### config.mk
export PLATFORM = sky130hd
export DESIGN_NAME = nemc_port_ctrl
export DESIGN_NICKNAME = d
export VERILOG_FILES = /design/src/core/nemc_pkg.sv /design/src/core/nemc_decode.sv /design/src/core/nemc_port_ctrl.sv /design/src/core/nemc_src_tick.sv
export VERILOG_INCLUDE_DIRS = /design/src /design/src/core
export SDC_FILE = /design/constraint.sdc
export NUM_CORES = 1
export LEC_CHECK = 0
export BUFFER_PORTS_ARGS = -buffer_cell sky130_fd_sc_hd__buf_2
export CORE_UTILIZATION = 48
export CTS_CLUSTER_DIAMETER = 40
export DETAILED_ROUTE_END_ITERATION = 10
export PLACE_DENSITY = 0.89
export SKIP_CTS_REPAIR_TIMING = 1
export SLEW_MARGIN = 30
export SYNTH_ARGS = -nofsm -noshare
export SYNTH_HDL_FRONTEND = slang
export SYNTH_SLANG_ARGS = --single-unit
### constraint.sdc
create_clock -name clk -period 2.3 [get_ports clk]
set_clock_uncertainty 0.1 [all_clocks]
set_input_delay 0.69 -clock clk [delete_from_list [all_inputs] [get_ports clk]]
set_output_delay 0.69 -clock clk [all_outputs]
set_load 0.05 [all_outputs]
### src/core/nemc_regs.svh
`ifndef NEMC_REGS_SVH
`define NEMC_REGS_SVH

// clock source strap codes
`define NEMC_STRAP_EXT       2'h0
`define NEMC_STRAP_CPU4      2'h1
`define NEMC_STRAP_CPU6      2'h2
`define NEMC_STRAP_RSVD      2'h3

// divided clock factor codes
`define NEMC_DIV_1           2'h0
`define NEMC_DIV_2           2'h1
`define NEMC_DIV_4           2'h2

// core clock half periods for the internal sources
`define NEMC_HALF_CPU4       2'h2
`define NEMC_HALF_CPU6       2'h3

// space select field of the word address
`define NEMC_SPACE_MSB       31
`define NEMC_SPACE_LSB       26
`define NEMC_SPACE_W         6

// default space bases
`define NEMC_SPACE0_BASE     6'h20
`define NEMC_SPACE1_BASE     6'h24
`define NEMC_SPACE2_BASE     6'h28
`define NEMC_SPACE3_BASE     6'h2c

// access length in core cycles
`define NEMC_ACC_CYCLES      4'h4

// reset values
`define NEMC_SEL_IDLE_N      4'hf
`define NEMC_LANE_IDLE_N     2'h3

`endif

### src/core/nemc_pkg.sv
package nemc_pkg;

  typedef enum logic [1:0] {
    NEMC_ST_IDLE    = 2'b00,
    NEMC_ST_ACCESS  = 2'b01,
    NEMC_ST_RELEASE = 2'b10,
    NEMC_ST_HOLD    = 2'b11
  } nemc_state_t;

  typedef enum logic [1:0] {
    NEMC_SRC_EXT  = 2'b00,
    NEMC_SRC_CPU4 = 2'b01,
    NEMC_SRC_CPU6 = 2'b10
  } nemc_src_t;

  typedef enum logic {
    NEMC_SIZE_BYTE = 1'b0,
    NEMC_SIZE_HALF = 1'b1
  } nemc_size_t;

endpackage : nemc_pkg

### src/core/nemc_decode.sv
`timescale 1ns/10ps
`include "nemc_regs.svh"

module nemc_decode #(
  parameter logic [5:0] SPACE0_BASE = `NEMC_SPACE0_BASE,
  parameter logic [5:0] SPACE1_BASE = `NEMC_SPACE1_BASE,
  parameter logic [5:0] SPACE2_BASE = `NEMC_SPACE2_BASE,
  parameter logic [5:0] SPACE3_BASE = `NEMC_SPACE3_BASE
) (
  input  wire logic [31:0] word_addr,
  input  wire logic        byte_off,
  input  wire logic        size_half,
  input  wire logic        width_16,
  output logic      [3:0]  space_hit,
  output logic      [1:0]  lane_hit
);

  logic [23:0] bases;

  assign bases = {SPACE3_BASE, SPACE2_BASE, SPACE1_BASE, SPACE0_BASE};

  // lane decode; an 8-bit memory uses lane 0 alone and no address bit
  function automatic logic [1:0] lanes_of(input logic off, input logic half,
                                          input logic w16);
    if (!w16) begin
      lanes_of = 2'h1;
    end else if (half) begin
      lanes_of = 2'h3;
    end else begin
      lanes_of = off ? 2'h2 : 2'h1;
    end
  endfunction : lanes_of

  // first match wins so two overlapping bases still give one select
  always_comb begin
    space_hit = 4'h0;
    for (int i = 0; i < 4; i++) begin
      if (space_hit == 4'h0 &&
          word_addr[`NEMC_SPACE_MSB:`NEMC_SPACE_LSB] == bases[i*6 +: 6]) begin
        space_hit[i] = 1'b1; // [RL1] [RL2]
      end
    end
  end

  assign lane_hit = lanes_of(byte_off, size_half, width_16); // [RL3]

endmodule : nemc_decode

### src/core/nemc_port_ctrl.sv
`timescale 1ns/10ps
`include "nemc_regs.svh"

// What this block does
// RL1: at most one space select active per access, all others inactive
// RL2: space select chosen from word address bits 26 to 31
// RL3: byte lanes decoded from low address bits, count set by memory width
// RL4: byte lanes act as byte write enables, only addressed bytes written
// RL5: byte lanes double as sdram data masks on reads and writes
// RL6: direct transfer output lets two peripherals move data past the device
// RL7: an outside host asks for the bus by raising hold request
// RL8: hold grant answers a hold request once the bus is handed over
// RL9: bus need output shows a pending access while the bus is away
// RL10: port clock source fixed at reset from two strap pins
// RL11: divided output clock is port clock over 1, 2 or 4
// RL12: full output clock runs exactly at the port clock
// RL13: finish access, release outputs, then grant until request drops
module nemc_port_ctrl #(
  parameter logic [3:0] ACC_CYCLES  = `NEMC_ACC_CYCLES,
  parameter logic [5:0] SPACE0_BASE = `NEMC_SPACE0_BASE,
  parameter logic [5:0] SPACE1_BASE = `NEMC_SPACE1_BASE,
  parameter logic [5:0] SPACE2_BASE = `NEMC_SPACE2_BASE,
  parameter logic [5:0] SPACE3_BASE = `NEMC_SPACE3_BASE
) (
  input  wire logic        clk,
  input  wire logic        arst_n,
  input  wire logic [1:0]  clock_source_strap_pins,
  input  wire logic        port_ext_input_clock,
  input  wire logic [1:0]  clk_div_sel,
  input  wire logic        mem_width_16,
  input  wire logic        acc_req,
  input  wire logic        acc_write,
  input  wire logic        acc_direct,
  input  wire logic        acc_size_half,
  input  wire logic [31:0] acc_word_addr,
  input  wire logic        acc_byte_off,
  input  wire logic        bus_hold_request,
  output logic             acc_ready,
  output logic             acc_done,
  output logic             acc_unmapped,
  output logic             space_select_0_n,
  output logic             space_select_1_n,
  output logic             space_select_2_n,
  output logic             space_select_3_n,
  output logic             byte_lane_enable_0_n,
  output logic             byte_lane_enable_1_n,
  output logic             peripheral_direct_transfer_n,
  output logic             mem_write_n,
  output logic             mem_read_n,
  output logic             port_out_en,
  output logic             bus_hold_grant,
  output logic             bus_need_out,
  output logic             port_clock_out_full,
  output logic             port_clock_out_divided,
  output logic [1:0]       clock_source
);

  nemc_pkg::nemc_state_t state_reg;
  nemc_pkg::nemc_state_t state_next;

  logic [3:0] cnt_reg;
  logic [3:0] space_hit;
  logic [1:0] lane_hit;
  logic [3:0] sel_n_reg;
  logic [1:0] lane_n_reg;
  logic       strap_done_reg;
  logic       toggle_en;
  logic       full_reg;
  logic       div_reg;
  logic       div_cnt_reg;
  logic       take;
  logic       last;

  nemc_decode #(
    .SPACE0_BASE (SPACE0_BASE),
    .SPACE1_BASE (SPACE1_BASE),
    .SPACE2_BASE (SPACE2_BASE),
    .SPACE3_BASE (SPACE3_BASE)
  ) u_decode (
    .word_addr (acc_word_addr),
    .byte_off  (acc_byte_off),
    .size_half (acc_size_half),
    .width_16  (mem_width_16),
    .space_hit (space_hit),
    .lane_hit  (lane_hit)
  );

  nemc_src_tick u_tick (
    .clk       (clk),
    .arst_n    (arst_n),
    .run       (strap_done_reg),
    .src       (clock_source),
    .ext_clk   (port_ext_input_clock),
    .cur_level (full_reg),
    .toggle_en (toggle_en)
  );

  // one-shot flag; the port clocks stay parked until the strap has been caught
  always_ff @(posedge clk or negedge arst_n) begin
    if (!arst_n) begin
      strap_done_reg <= 1'b0;
    end else begin
      strap_done_reg <= 1'b1;
    end
  end

  // strap caught on the first edge after release, then held until next reset
  always_ff @(posedge clk or negedge arst_n) begin
    if (!arst_n) begin
      clock_source <= nemc_pkg::NEMC_SRC_EXT;
    end else if (!strap_done_reg) begin
      if (clock_source_strap_pins == `NEMC_STRAP_CPU4) begin
        clock_source <= nemc_pkg::NEMC_SRC_CPU4; // [RL10]
      end else if (clock_source_strap_pins == `NEMC_STRAP_CPU6) begin
        clock_source <= nemc_pkg::NEMC_SRC_CPU6; // [RL10]
      end else begin
        clock_source <= nemc_pkg::NEMC_SRC_EXT; // [RL10]
      end
    end
  end

  // full clock toggles on each source half period, no division
  always_ff @(posedge clk or negedge arst_n) begin
    if (!arst_n) begin
      full_reg <= 1'b0;
    end else if (toggle_en) begin
      full_reg <= ~full_reg; // [RL12]
    end
  end

  // counts full clock rises; the divide by four moves on every second one
  always_ff @(posedge clk or negedge arst_n) begin
    if (!arst_n) begin
      div_cnt_reg <= 1'b0;
    end else if (toggle_en && !full_reg && clk_div_sel != `NEMC_DIV_1) begin
      div_cnt_reg <= ~div_cnt_reg;
    end
  end

  // divided clock moves only on full clock edges so both stay phase aligned
  always_ff @(posedge clk or negedge arst_n) begin
    if (!arst_n) begin
      div_reg <= 1'b0;
    end else if (toggle_en) begin
      if (clk_div_sel == `NEMC_DIV_1) begin
        div_reg <= ~full_reg; // [RL11]
      end else if (!full_reg) begin
        if (clk_div_sel == `NEMC_DIV_2 || div_cnt_reg) begin
          div_reg <= ~div_reg; // [RL11]
        end
      end
    end
  end

  assign port_clock_out_full    = full_reg;
  assign port_clock_out_divided = div_reg;

  // a waiting hold request beats a new access
  assign take = (state_reg == nemc_pkg::NEMC_ST_IDLE) && !bus_hold_request && acc_req;
  assign last = (state_reg == nemc_pkg::NEMC_ST_ACCESS) && (cnt_reg == 4'h1);

  always_comb begin
    state_next = state_reg;
    case (state_reg)
      nemc_pkg::NEMC_ST_IDLE: begin
        if (bus_hold_request) begin
          state_next = nemc_pkg::NEMC_ST_RELEASE; // [RL7] [RL13]
        end else if (acc_req) begin
          state_next = nemc_pkg::NEMC_ST_ACCESS;
        end
      end
      nemc_pkg::NEMC_ST_ACCESS: begin
        // an access in flight always runs to its end
        if (cnt_reg == 4'h1) begin
          state_next = nemc_pkg::NEMC_ST_IDLE; // [RL13]
        end
      end
      nemc_pkg::NEMC_ST_RELEASE: begin
        if (bus_hold_request) begin
          state_next = nemc_pkg::NEMC_ST_HOLD; // [RL8]
        end else begin
          state_next = nemc_pkg::NEMC_ST_IDLE;
        end
      end
      nemc_pkg::NEMC_ST_HOLD: begin
        if (!bus_hold_request) begin
          state_next = nemc_pkg::NEMC_ST_IDLE; // [RL13]
        end
      end
      default: begin
        state_next = nemc_pkg::NEMC_ST_IDLE;
      end
    endcase
  end

  always_ff @(posedge clk or negedge arst_n) begin
    if (!arst_n) begin
      state_reg <= nemc_pkg::NEMC_ST_IDLE;
    end else begin
      state_reg <= state_next;
    end
  end

  always_ff @(posedge clk or negedge arst_n) begin
    if (!arst_n) begin
      cnt_reg <= 4'h0;
    end else if (take) begin
      cnt_reg <= (ACC_CYCLES == 4'h0) ? 4'h1 : ACC_CYCLES;
    end else if (state_reg == nemc_pkg::NEMC_ST_ACCESS) begin
      cnt_reg <= cnt_reg - 4'h1;
    end
  end

  // selects latched at the start and held for the whole access
  always_ff @(posedge clk or negedge arst_n) begin
    if (!arst_n) begin
      sel_n_reg <= `NEMC_SEL_IDLE_N;
    end else if (take) begin
      sel_n_reg <= ~space_hit; // [RL1] [RL2]
    end else if (last) begin
      sel_n_reg <= `NEMC_SEL_IDLE_N; // [RL1]
    end
  end

  // lanes latched once, so a changing offset cannot glitch them mid-access
  always_ff @(posedge clk or negedge arst_n) begin
    if (!arst_n) begin
      lane_n_reg <= `NEMC_LANE_IDLE_N;
    end else if (take) begin
      lane_n_reg <= ~lane_hit; // [RL3] [RL4] [RL5]
    end else if (last) begin
      lane_n_reg <= `NEMC_LANE_IDLE_N;
    end
  end

  assign space_select_0_n     = sel_n_reg[0];
  assign space_select_1_n     = sel_n_reg[1];
  assign space_select_2_n     = sel_n_reg[2];
  assign space_select_3_n     = sel_n_reg[3];
  assign byte_lane_enable_0_n = lane_n_reg[0];
  assign byte_lane_enable_1_n = lane_n_reg[1];

  // strobes; the lanes mask reads too, so one set serves as sdram masks
  always_ff @(posedge clk or negedge arst_n) begin
    if (!arst_n) begin
      mem_write_n                  <= 1'b1;
      mem_read_n                   <= 1'b1;
      peripheral_direct_transfer_n <= 1'b1;
    end else if (take) begin
      mem_write_n                  <= ~acc_write; // [RL4]
      mem_read_n                   <= acc_write; // [RL5]
      peripheral_direct_transfer_n <= ~acc_direct; // [RL6]
    end else if (last) begin
      mem_write_n                  <= 1'b1;
      mem_read_n                   <= 1'b1;
      peripheral_direct_transfer_n <= 1'b1;
    end
  end

  // an unmapped access still runs its length so the requester sees its done
  always_ff @(posedge clk or negedge arst_n) begin
    if (!arst_n) begin
      acc_unmapped <= 1'b0;
    end else if (take) begin
      acc_unmapped <= (space_hit == 4'h0);
    end
  end

  always_ff @(posedge clk or negedge arst_n) begin
    if (!arst_n) begin
      acc_done <= 1'b0;
    end else begin
      acc_done <= last;
    end
  end

  // drive enable falls a cycle before grant rises and returns as grant falls
  always_ff @(posedge clk or negedge arst_n) begin
    if (!arst_n) begin
      port_out_en <= 1'b1;
    end else begin
      port_out_en <= (state_next == nemc_pkg::NEMC_ST_IDLE) ||
                     (state_next == nemc_pkg::NEMC_ST_ACCESS); // [RL13]
    end
  end

  always_ff @(posedge clk or negedge arst_n) begin
    if (!arst_n) begin
      bus_hold_grant <= 1'b0;
    end else begin
      bus_hold_grant <= (state_next == nemc_pkg::NEMC_ST_HOLD); // [RL8]
    end
  end

  always_ff @(posedge clk or negedge arst_n) begin
    if (!arst_n) begin
      bus_need_out <= 1'b0;
    end else begin
      bus_need_out <= acc_req && ((state_next == nemc_pkg::NEMC_ST_RELEASE) ||
                                  (state_next == nemc_pkg::NEMC_ST_HOLD)); // [RL9]
    end
  end

  always_ff @(posedge clk or negedge arst_n) begin
    if (!arst_n) begin
      acc_ready <= 1'b0;
    end else begin
      acc_ready <= (state_next == nemc_pkg::NEMC_ST_IDLE);
    end
  end

endmodule : nemc_port_ctrl

### src/core/nemc_src_tick.sv
`timescale 1ns/10ps
`include "nemc_regs.svh"

module nemc_src_tick (
  input  wire logic       clk,
  input  wire logic       arst_n,
  input  wire logic       run,
  input  wire logic [1:0] src,
  input  wire logic       ext_clk,
  input  wire logic       cur_level,
  output logic            toggle_en
);

  logic [1:0] cnt_reg;
  logic       ext_reg;
  logic [1:0] half;

  assign half = (src == nemc_pkg::NEMC_SRC_CPU6) ? `NEMC_HALF_CPU6 : `NEMC_HALF_CPU4;

  always_ff @(posedge clk or negedge arst_n) begin
    if (!arst_n) begin
      ext_reg <= 1'b0;
    end else begin
      ext_reg <= ext_clk;
    end
  end

  always_ff @(posedge clk or negedge arst_n) begin
    if (!arst_n) begin
      cnt_reg <= 2'h0;
    end else if (!run || toggle_en) begin
      cnt_reg <= 2'h0;
    end else begin
      cnt_reg <= cnt_reg + 2'h1;
    end
  end

  // external source: follow the sampled pin, so edges lag by one core cycle
  always_comb begin
    if (!run) begin
      toggle_en = 1'b0;
    end else if (src == nemc_pkg::NEMC_SRC_EXT) begin
      toggle_en = (ext_reg != cur_level);
    end else begin
      toggle_en = (cnt_reg == half - 2'h1);
    end
  end

endmodule : nemc_src_tick

==> out/qor.yml <==
fin_util_pct: 63.1
leakagePower_nw: 0.746
antenna_found_initial: 0
cp_max_fo: 7
slowest_stage: "dfrtp_1"
grt_max_degree: 31
cts_buffers: 5
grt_overflow: 0
synth_edf_count: 0
numPortBuffers: 38
yosysTopAreaCell: "dfrtp_1"
end_kind: "output port"
drt-total-wl_mm: 2.46
rows: 18
clk_latency_ns: 0.33
busiest_layer: "met2"
synth-main-ff-cell: "dfrtp_1"
io_pins: 65
vias: 1010
fp.dieW_um: 54.0
yosys.cell_types.count: 35
yosys_register_bits: 30
hold_class: "in -> async"
grt_first_pass_wirelength_mm: 4.01
power.density_mw_per_mm2: 1290
worst_path_largest_cell_delay_ns: 0.49
yosysTopAreaCellShare_pct: 38.5
die_area_sq_mm: 0.00292
synthCells: 116
maxSlewViolCount: 0
coreArea_sq_mm: 0.00252
routedWlPerCell_um: 13.0
ys_async_sr_fraction_pct: 100
critPathArrivalTime_ns: 1.13
globalRouteTotalUtil_pct: 20.3
max-vdd-ir-drop_v: 0.000831
drtPass1Iterations: 4
drtAntennaViolNets: 0
synthTopCellsByArea: "dfrtp_1 38%, dfstp_2 20%, o21ai_0 4.2%"
maxCapViolCount: 0
fin_crit_ns: 1.92
fin_nets: 206
fin_total_pwr_w: 0.00205
hold_viol: 0
cts_htree_levels: 2
met1_usage_pct: 20.7
required_ns: 1.51
via_per_inst: 5.34
initial_core_util_pct: 51.5
cp_top_family: "flip-flops"
worst_pin_slew_ns: 0.627
crit_buf_inv: 1
cp_cell_sequence: "buf_2"
report.final.setup_viol: 0
num_antenna_cells: 0
path_clk_slew_ns: 0.09
grt.met3_usage_pct: 8.47
cts_tree: "built"
synthToLayoutAreaGrowth_pct: 22.5
root_buffer: "clkbuf_4"
yosysWarningCount: 0
status: "finished, final reports clean"
synthesis.nets: 164
fmax_mhz: 520
critPathKind: "reg -> out"
setup_tns_ns: 0
drive_above_1_share_pct: 39.0
yosysSeqAreaShare_pct: 58.7
worstSetupStartpointType: "register"
dr.first_iter.drc_count: 9
clock_path_buffers: 2
avgSynthCellArea_sq_um: 11.2
fin_crit_sh_pct: 83.6
drc_errors: 0
dp_hpwl_mm: 1.80
globalRouteMet2Util_pct: 35.8
syn_area_sq_mm: 0.00130
relSlewSlack_pct: 57.6
first_global_vias: 1000
routabilityCongestion: 0.720
clock_sinks: 30
die_y_um: 54.0
rsz0062_at_grt: "no"
[worst paths after layout]
kind                            cells after the start  slack, ns                      endpoint            startpoint
worst max-delay path                                1       0.38           port_clock_out_full   port_clock_out_full
worst min-delay path                                1       0.28               clock_source[0]                arst_n
worst max register to register                      4       0.46  peripheral_direct_transfer_n          state_reg[1]
worst min register to register                      1       0.41             u_tick.cnt_reg[0]     u_tick.cnt_reg[0]
max in group asynchronous                           1       1.41                strap_done_reg                arst_n
min in group clk                                    1       0.37                u_tick.ext_reg  port_ext_input_clock
[area by class of cell]
class	count	area [sq um]
Tap cell	30	37.5
Inverter	6	22.5
Fill cell	222	930
Multi-Input combinational cell	76	493
Sequential cell	30	763
Clock buffer	8	78.8
Timing Repair Buffer	39	198
[report_power, final]
group | internal, W | switching [W]
combinational | 0.000245 | 0.000568
clock | 0.000209 | 0.000173
sequential | 0.000723 | 0.000135
[cell families (layout without fill, tap and decap cells)]
group / count (synthesis) / in the layout / synth area share [%]
and+or+nand+nor: 40 / 40 / 16.8
DFF: 30 / 30 / 58.7
AOI/OAI and AO/OA: 27 / 27 / 14.6
buffers and inverters: 10 / 53 / 3.37
xor gates and xnor gates: 5 / 5 / 3.37
adders and majority gates: 2 / 2 / 1.92
other: 1 / 1 / 0.288
muxes: 1 / 1 / 0.866
[metal layers]
layer | wire [um] | up-vias
met5 | 0 | -
met4 | 44 | 0
met3 | 154 | 6
met2 | 1230 | 33
met1 | 1040 | 483
li1 | - | 488
[cell usage in the layout (no fill, tap or decap), types with 5 or more instances in the layout]
| master | n |
|---|---|
| clkbuf_4 | 5 |
| nor2_1 | 9 |
| nand2_1 | 8 |
| buf_2 | 38 |
| dfstp_2 | 10 |
| dfrtp_1 | 20 |
| o21ai_0 | 11 |
| inv_1 | 6 |
| nor3_1 | 5 |
[cell usage after synthesis (2+ instances only)]
master    number
inv_1          6
nand2b_1       4
xor2_1         3
nor2b_1        2
a31oi_1        3
o21ai_0       11
nor2_1         9
a21oi_1        2
nor3_1         5
dfstp_2       10
ha_1           2
o31a_1         4
dfrtp_1       20
xnor2_1        2
o211ai_1       2
buf_2          2
nand2_1        8
nand3_1        4
[metrics by stage]
stage	cell area, sq um	setup slack [ns]	hold slack, ns	std cells
2_1_floorplan	1300	0.579	0.294	116
3_3_place_gp	1510	0.402	0.365	181
3_5_place_dp	1510	0.352	0.397	181
4_1_cts	1590	0.347	0.285	189
5_1_grt	1590	0.279	0.307	189
6_report	1590	0.377	0.276	189
(Power assumes the default switching activity.)
